$ cat config.mk
export PLATFORM = sky130hd
export DESIGN_NAME = nis_top
export DESIGN_NICKNAME = d
export VERILOG_FILES = /design/src/nis_pkg.sv /design/src/nis_flag_cell.sv /design/src/nis_top.sv
export SDC_FILE = /design/constraint.sdc
export NUM_CORES = 1
export LEC_CHECK = 0
export BUFFER_PORTS_ARGS = -buffer_cell sky130_fd_sc_hd__buf_2
export CAP_MARGIN = 20
export CORE_MARGIN = 4
export CORE_UTILIZATION = 33
export DETAILED_ROUTE_END_ITERATION = 10
export PLACE_DENSITY_LB_ADDON = 0.2
export SLEW_MARGIN = 10
export SYNTH_ARGS = -nofsm -noshare
export SYNTH_HDL_FRONTEND = slang
export SYNTH_SLANG_ARGS = --single-unit
$ cat constraint.sdc
create_clock -name mclk -period 1.8 [get_ports mclk]
set_input_delay 0.09 -clock mclk [delete_from_list [all_inputs] [get_ports mclk]]
set_output_delay 0.09 -clock mclk [all_outputs]
set_load 0.02 [all_outputs]
$ cat src/nis_pkg.sv
// Package: offsets, layouts and reset values of the event status block
package nis_pkg;

    // ****************************************************************
    // Register map
    // ****************************************************************
    localparam int         ADDR_W           = 4;
    localparam logic [3:0] CMD_ADDR         = 4'h0; // Command register
    localparam logic [3:0] EVENT_STATUS_ADDR = 4'h7; // Event status
    localparam logic [3:0] EVENT_MASK_ADDR  = 4'hF; // Event mask

    // ****************************************************************
    // Field positions and reset values
    // ****************************************************************
    localparam int         NUM_EVENTS      = 7;
    localparam int         RST_STATE_BIT   = 7;
    localparam int         CMD_STOP_BIT    = 0;
    localparam int         CMD_START_BIT   = 1;
    localparam logic [6:0] FLAGS_RESET     = 7'h00;
    localparam logic [6:0] MASK_RESET      = 7'h00;
    localparam logic       RST_STATE_RESET = 1'b1;
    localparam logic [7:0] RDATA_RESET     = 8'h00;

    // ****************************************************************
    // Carriers
    // ****************************************************************
    // Event strobes, one bit per status position 6..0
    typedef struct packed {
        logic remote_dma_done_flag;
        logic tally_overflow_flag;
        logic ring_exhausted_flag;
        logic tx_error_flag;
        logic rx_error_flag;
        logic tx_ok_flag;
        logic rx_ok_flag;
    } nis_events_t;

    // Register port request
    typedef struct packed {
        logic [3:0] addr;
        logic [7:0] wdata;
        logic       wr;
        logic       rd;
    } nis_bus_req_t;

    // Top level state
    typedef struct packed {
        logic [7:0] rdata;
        logic [6:0] mask;
        logic       rst_state;
        logic       running;
        logic       irq;
    } nis_regs_t;

    // Sticky flag cell state
    typedef struct packed {
        logic flag;
    } nis_cell_t;

endpackage

$ cat src/nis_flag_cell.sv
// Sticky event flag: set by a strobe, cleared by a write of one
`timescale 1ns/1ps
`default_nettype none
module nis_flag_cell #(
    parameter logic RESET_VAL = 1'b0  // Value after reset
) (
    input  wire logic mclk,   // System clock
    input  wire logic rst,    // Synchronous reset
    input  wire logic set,    // Event strobe
    input  wire logic clr,    // Write-one clear
    output var  logic flag_d, // Next value
    output var  logic flag_q  // Registered flag
);
    import nis_pkg::*;

    nis_cell_t s_q;
    nis_cell_t s_d;

    // Set beats clear so a coincident event survives
    always_comb begin
        s_d      = s_q;
        s_d.flag = set | (s_q.flag & ~clr);
    end

    // State register
    always_ff @(posedge mclk) begin
        if (rst) begin
            s_q.flag <= RESET_VAL;
        end else begin
            s_q <= s_d;
        end
    end

    assign flag_d = s_d.flag;
    assign flag_q = s_q.flag;

endmodule
`default_nettype wire

$ cat src/nis_top.sv
// Event status, mask and interrupt output of the network controller
//
// Contract
// - Event status at offset 07H, read/write.
// - Writing one clears flag; zero leaves it.
// - Interrupt high while any unmasked flag set.
// - Bit 0 set on error-free receive.
// - Bit 1 set on error-free transmit.
// - Bit 2 set on any receive error.
// - Bit 3 set on collisions or underrun.
// - Bit 4 set when receive ring exhausted.
// - Bit 5 set on tally counter MSB.
// - Bit 6 set on remote DMA completion.
// - Bit 7 set at reset, cleared by start.
// - Bit 7 set on overflow, cleared on removal.
// - Status writes never change bit 7.
// - Bit 7 never drives the interrupt.
// - Mask bits 6..0 enable flags; 7 reserved.
`timescale 1ns/1ps
`default_nettype none
module nis_top (
    input  wire logic                  mclk,          // 100 MHz clock
    input  wire logic                  rst,           // Sync reset, high
    input  wire nis_pkg::nis_bus_req_t bus,           // Register request
    input  wire nis_pkg::nis_events_t  events,        // Event strobes
    input  wire logic                  ring_overflow, // Ring overflowed
    input  wire logic                  ring_released, // Packet removed
    output var  logic [7:0]            rdata,         // Read data
    output var  logic                  irq,           // Interrupt, high
    output var  logic                  stopped        // Bit 7 state
);
    import nis_pkg::*;

    // ****************************************************************
    // Declarations
    // ****************************************************************
    nis_regs_t  r_q;
    nis_regs_t  r_d;
    logic [6:0] flags_q;
    logic [6:0] flags_d;
    logic [6:0] ev_vec;
    logic [6:0] clr_vec;
    logic       wr_status;
    logic       wr_mask;
    logic       wr_cmd;
    logic       start_cmd;
    logic       stop_cmd;
    logic       bit7_set;
    logic       bit7_clr;

    // ****************************************************************
    // Address decode
    // ****************************************************************
    // Strobes are one cycle, so a decode hit is a single action
    assign wr_status = bus.wr && (bus.addr == EVENT_STATUS_ADDR);
    assign wr_mask   = bus.wr && (bus.addr == EVENT_MASK_ADDR);
    assign wr_cmd    = bus.wr && (bus.addr == CMD_ADDR);
    assign stop_cmd  = wr_cmd && bus.wdata[CMD_STOP_BIT];
    // Stop beats start when both bits arrive together
    assign start_cmd = wr_cmd && bus.wdata[CMD_START_BIT] && !stop_cmd;

    // ****************************************************************
    // Event flags 6..0
    // ****************************************************************
    // Packed order of the carrier matches status bit order
    assign ev_vec  = events;
    // Only bits 6..0 take a write-one clear
    assign clr_vec = wr_status ? bus.wdata[6:0] : 7'h00;

    // One sticky cell per flag; set wins inside the cell
    genvar gi;
    generate
        for (gi = 0; gi < NUM_EVENTS; gi++) begin : g_flag
            nis_flag_cell #(
                .RESET_VAL (FLAGS_RESET[gi])
            ) u_cell (
                .mclk   (mclk),
                .rst    (rst),
                .set    (ev_vec[gi]),
                .clr    (clr_vec[gi]),
                .flag_d (flags_d[gi]),
                .flag_q (flags_q[gi])
            );
        end
    endgenerate

    // ****************************************************************
    // Reset-state bit 7 conditions
    // ****************************************************************
    // Host writes to the status word never reach bit 7
    assign bit7_set = stop_cmd | ring_overflow;
    assign bit7_clr = start_cmd | ring_released;

    // ****************************************************************
    // Next state
    // ****************************************************************
    always_comb begin
        r_d = r_q;
        // Bit 7: set beats clear, as for the other flags
        if (bit7_set) begin
            r_d.rst_state = 1'b1;
        end else if (bit7_clr) begin
            r_d.rst_state = 1'b0;
        end
        // Controller run state follows commands only
        if (stop_cmd) begin
            r_d.running = 1'b0;
        end else if (start_cmd) begin
            r_d.running = 1'b1;
        end
        // Mask holds bits 6..0; bit 7 is not stored
        if (wr_mask) begin
            r_d.mask = bus.wdata[6:0];
        end
        // Interrupt from next values so it tracks the flags exactly;
        // bit 7 is left out on purpose
        r_d.irq = |(flags_d & r_d.mask);
        // Read data valid one cycle after the strobe only
        r_d.rdata = RDATA_RESET;
        if (bus.rd) begin
            case (bus.addr)
                EVENT_STATUS_ADDR: begin
                    r_d.rdata = {r_q.rst_state, flags_q};
                end
                EVENT_MASK_ADDR: begin
                    r_d.rdata = {1'b0, r_q.mask};
                end
                CMD_ADDR: begin
                    r_d.rdata = {6'h00, r_q.running, ~r_q.running};
                end
                default: begin
                    r_d.rdata = RDATA_RESET;
                end
            endcase
        end
    end

    // ****************************************************************
    // State register
    // ****************************************************************
    // Bit 7 comes up set: the controller starts in reset state
    always_ff @(posedge mclk) begin
        if (rst) begin
            r_q.rdata     <= RDATA_RESET;
            r_q.mask      <= MASK_RESET;
            r_q.rst_state <= RST_STATE_RESET;
            r_q.running   <= 1'b0;
            r_q.irq       <= 1'b0;
        end else begin
            r_q <= r_d;
        end
    end

    // ****************************************************************
    // Outputs
    // ****************************************************************
    assign rdata   = r_q.rdata;
    assign irq     = r_q.irq;
    assign stopped = r_q.rst_state;
endmodule
`default_nettype wire

## After elaboration in Yosys (flattened, before gate mapping)

Cells that the tools add are included.

| cells by class | value |
|---|---|
| bitwise logic cells | 26 |
| reduce and logical (&&, ||, !) cells | 12 |
| equality and inequality tests | 2 |
| muxes and demuxes | 3 |

Operators with widths:

| kind | count |
|---|---|
| one-hot mux 8 bit (3 select lines) | 1 |
| two-way mux 7 bit | 2 |
| NOT 1 bit | 9 |
| bitwise OR 1 bit | 9 |
| bitwise AND 1 bit | 7 |
| bitwise AND 7 bit | 1 |
| OR reduction 7 bit | 1 |
| logical AND 1 bit | 6 |
| OR reduction 2 bit | 3 |
| == test 4 x 3 -> 1 bit (second input constant) | 1 |
| == test 4 bit (second input constant) | 1 |
| zero test 4 bit | 1 |
| zero test 1 bit | 1 |

| word-level totals | value |
|---|---|
| register bits | 25 |
| logic and storage cells | 55 |

## Longest topological paths before layout

| logic depth | value |
|---|---|
| depth after elaboration | 8 |
| depth in mapped cells | 7 |
| gate-level depth less buffers | 5 |

## Hierarchy

From an unflattened synthesis, not the netlist that was laid out.

| unflattened totals | value |
|---|---|
| cell total of the unflattened synthesis | 122 |
| area, all modules | 1194.9 um2 |

By module, submodules not included:

| module | instances | area each (um2) | cells each |
|---|---|---|---|
| nis_top | 1 | 844.6 | 87 |
| nis_flag_cell | 7 | 50.0 | 5 |

## Least setup slack after synthesis

No wires, ideal clock.

| timing path | value |
|---|---|
| path kind | input to register |
| start point | input bus[11] (netlist name) |
| end point | register, netlist name irq |
| stages on the path | 7 |
| library setup time | 125 ps |
| slack | 487 ps |
| arrival | 1188 ps |
| required time | 1675 ps |
| path through | and4_1 > buf_6 > and2_1 > buf_6 > nor2_4 > nor3_1 > o41a_1 |

| between the ends | value |
|---|---|
| longest elaborated chain between the ends | 8 |
| elaborated cells on any way between the ends | 29 |

RTL lines:

| element | RTL line | text |
|---|---|---|
| start, declared | nis_top.sv:24 | `input wire nis_pkg::nis_bus_req_t bus,` |
| == test 4 x 3 -> 1 bit | nis_top.sv:55 | `assign wr_status = bus.wr && (bus.addr == EVENT_STATUS_ADDR);` |
| logical AND 1 bit | nis_top.sv:55 |  |
| two-way mux 7 bit | nis_top.sv:68 | `assign clr_vec = wr_status ? bus.wdata[6:0] : 7'h00;` |
| NOT 1 bit | nis_flag_cell.sv:22 | `s_d.flag = set \| (s_q.flag & ~clr);` |
| bitwise AND 1 bit | nis_flag_cell.sv:22 |  |
| bitwise OR 1 bit | nis_flag_cell.sv:22 |  |
| bitwise AND 7 bit * | nis_top.sv:117 | `r_d.irq = \|(flags_d & r_d.mask);` |
| OR reduction 7 bit * | nis_top.sv:117 |  |

Mark *: on every way between the ends. The rest lies on a longest branch, timed or not.
A chain may end at the register's enable or synchronous reset.

## Worst setup path in the final report

| timing path | value |
|---|---|
| start point | input bus[1] (netlist name) |
| end point | register, netlist name irq |

| between the ends | value |
|---|---|
| longest elaborated chain between the ends | 7 |
| elaborated cells on any way between the ends | 27 |

RTL lines:

| element | RTL line |
|---|---|
| logical AND 1 bit | nis_top.sv:55 |
| two-way mux 7 bit | nis_top.sv:68 |
| NOT 1 bit | nis_flag_cell.sv:22 |
| bitwise AND 1 bit | nis_flag_cell.sv:22 |
| bitwise OR 1 bit | nis_flag_cell.sv:22 |
| bitwise AND 7 bit * | nis_top.sv:117 |
| OR reduction 7 bit * | nis_top.sv:117 |

Marked as above.

==> metrics.csv <==
stage;metric;value;unit
synthesis;ys_types;29;
clocking;cts_max_level;1;
timing;fin_crit_sh;73.0;%
grt;grt_pass1_wl;4890;um
die;core;0.00347;mm^2
place;hpwl;2250;um
final_layout;finalNetCount;204;
grt;grt_max_degree;18;
timing;drv_slew;0;
routing;drt_wl_total;2980;um
synthesis;yosys_warnings;0;
power_and_ir_drop;p_int;785;uW
timing;fin_ws;486;ps
synthesis;syn_nets;174;
place;place_ws;199;ps
die;dieHeight;68.9;um
critical_path;crit_buf_inv;2;
synthesis;synth_seq_area_share;40.9;%
power_and_ir_drop;power;1060;uW
grt;grt_use_met3;4.38;%
critical_path;worstSetupPathType;in -> reg;
power_and_ir_drop;p_clk_share;32.4;%
timing;worst_pin_slew;489;ps
die;start_util;35.3;%
timing;finalSetupTns;0;ps
grt;globalRouteMet1Util;16.7;%
run_status;status;finished, final reports clean;
grt;grt_pass1_vias;1095;
power_and_ir_drop;vdd_drop_max;0.470;mV
routing;drc;0;
routing;num_vias;1118;
final_layout;layout-drive-gt1-share;26.4;%
place;port_buffers;33;
grt;grtUsageTotal;13.9;%
die;num_io_pins;35;
timing;hold_viol;0;
clocking;cts_resized;0;
synthesis;synth_async_sr_flop_share;0;%
grt;gr-total-overflow;0;
critical_path;cpMaxStageDelayCell;and4_1;
clocking;clockRootBuffer;clkbuf_8;
timing;rsz0062_at_grt;no;
routing;drt_iter0_markers;40;
power_and_ir_drop;power.density;733;mW/mm^2
synthesis;synth_seq_cells;25;
clocking;numCtsBuffers;3;
synthesis;synth.cell_area;0.00122;mm^2
die;die_x;68.9;um
power_and_ir_drop;seqPwrFrac;55.2;%
timing;timing.final.crit_period;1310;ps
routing;first_pass_iters;4;
timing;slew_headroom;67.3;%
critical_path;path_cells;buf_2 > and4_1 > buf_4 > a31oi_1 > o211ai_1 > nand4_1 > o41a_1;
routing;drtAntennaViolNets;0;
routing;wl_per_cell;13.3;um
die;die-area;0.00475;mm^2
critical_path;crit_family;compound AO/OA/AOI/OAI gates;
synthesis;syn_area_per_cell;8.22;um^2
synthesis;synth-main-ff-cell;dfxtp_1;
place;gp_congestion;0.761;
critical_path;required;1960;ps
hold_path;worstHoldPathType;in -> reg;
power_and_ir_drop;p_sw;271;uW
synthesis;synthCells;149;
timing;max_freq;0.761;GHz
clocking;post-cts-setup-buffers;0;
synthesis;synth_edf_count;0;
clocking;cts_tree;yes;
timing;setup_viol;0;
die;placementRows;21;
clocking;clkLatencyLatePin;270;ps
grt;use_met2;23.3;%
timing;skew;3.65;ps
power_and_ir_drop;comb_power_share;12.4;%
routing;vias_per_cell;4.99;
final_layout;antenna-diode-count;0;
grt;grt_antenna_before_repair;0;
power_and_ir_drop;power_leakage;0.000598;uW
grt;grt.busiest_layer;met2;
critical_path;slowest_delay;370;ps
run;drv_cap;0;
clocking;clk_pin_slew;90;ps
final_layout;area_delta_synth_final;17.7;%
clocking;clk_path_buf_depth;2;
clocking;cts.hold.buffers_added;0;
final_layout;nFillCells;368;
critical_path;cp-start-kind;input pin;
critical_path;path_max_fanout;9;
critical_path;endpoint_kind;flip-flop;
critical_path;worstPathArrival;1480;ps
clocking;clock_sinks;25;
power_and_ir_drop;switching_share;25.7;%
-- layout by cell type (no fill, tap or decap), types with 3 or more instances in the layout --
master and count:
inv_1 6, nor2_1 16, nand2_1 20, clkbuf_8 3
buf_2 33, nor3_1 4, or4_1 4, o211ai_1 4
dfxtp_1 25, a21oi_1 15, buf_4 7, nand3b_1 5
o22ai_1 7, a31oi_1 5, mux2i_1 7
-- synth_stat cells, types with 2 or more instances --
| cell type | number | area, um^2 |
|---|---|---|
| nor3_1 | 4 | 20.0 |
| a21oi_1 | 15 | 75.1 |
| buf_4 | 9 | 67.6 |
| buf_2 | 2 | 10.0 |
| buf_6 | 2 | 22.5 |
| mux2i_1 | 7 | 70.1 |
| nand3_1 | 2 | 10.0 |
| dfxtp_1 | 25 | 500 |
| nor2_1 | 16 | 60.1 |
| a31oi_1 | 5 | 31.3 |
| or4_1 | 4 | 30.0 |
| o211ai_1 | 4 | 30.0 |
| inv_1 | 6 | 22.5 |
| clkbuf_1 | 2 | 7.51 |
| nand2_1 | 20 | 75.1 |
| nand3b_1 | 5 | 37.5 |
| a311oi_1 | 2 | 17.5 |
| and3_1 | 2 | 12.5 |
| o22ai_1 | 7 | 43.8 |
-- kinds of logic after synthesis --
family	after synthesis	synth area share [%]
buffers and inverters	21	10.6
AOI/OAI and AO/OA	35	17.5
muxes	7	5.72
DFF	25	40.9
and+or+nand+nor	61	25.3
-- final cells by class --
class	count	area (um^2)	area share [%]
multi-input cells	103	594	41.2
inverters	6	22.5	1.56
well taps	46	57.6	3.99
flip-flops and latches	25	500	34.7
clock buffers	3	41.3	2.86
clock inverters	1	7.51	0.521
repair buffers	40	218	15.1
-- worst paths after layout --
kind | start | to | slack, ps | depth (start not counted)
worst max-delay path | bus[1] | irq | 490 | 7
worst min-delay path | ring_overflow | stopped | 10 | 3
worst max register to register | r_q[7] | irq | 560 | 5
worst min register to register | stopped | stopped | 490 | 2
-- per-layer routing --
| metal | share of wire, % | vias up |
|---|---|---|
| li1 | - | 581 |
| met1 | 46 | 507 |
| met2 | 48 | 26 |
| met3 | 4.9 | 4 |
| met4 | 1.1 | 0 |
| met5 | 0 | - |
-- through the flow --
step / std cells / hold slack [ps] / utilization (%) / area, um^2
5_1_grt: 224 / 18.2 / 41.6 / 1440
3_3_place_gp: 220 / 294 / 40.2 / 1390
4_1_cts: 224 / 12.5 / 41.6 / 1440
3_5_place_dp: 220 / 302 / 40.2 / 1390
6_report: 224 / 9.97 / 41.6 / 1440
2_1_floorplan: 149 / 195 / - / 1220
-- flip-flops by register name, summed over array words and instances, names as in the netlist --
| register | flops |
|---|---|
| g_flag.u_cell.flag_q | 7 |
| irq | 1 |
| r_q | 8 |
| stopped | 1 |
| rdata | 8 |
-- worst reg2reg max path: cells and delay by family, from the launching register on --
family | cells | cell delay (ps)
AND/OR/NAND/NOR | 1 | 140
AO/OA/AOI/OAI | 4 | 640
flip-flops | 1 | 360
-- power groups by stage --
stage	Combinational [uW]	Sequential (uW)	Clock, uW
after CTS	131	582	351
after detailed placement	131	595	0
final	131	583	342
after global routing	147	585	372
after global placement	128	594	0
after floorplan	70.9	596	0
(Power assumes the default switching activity.)
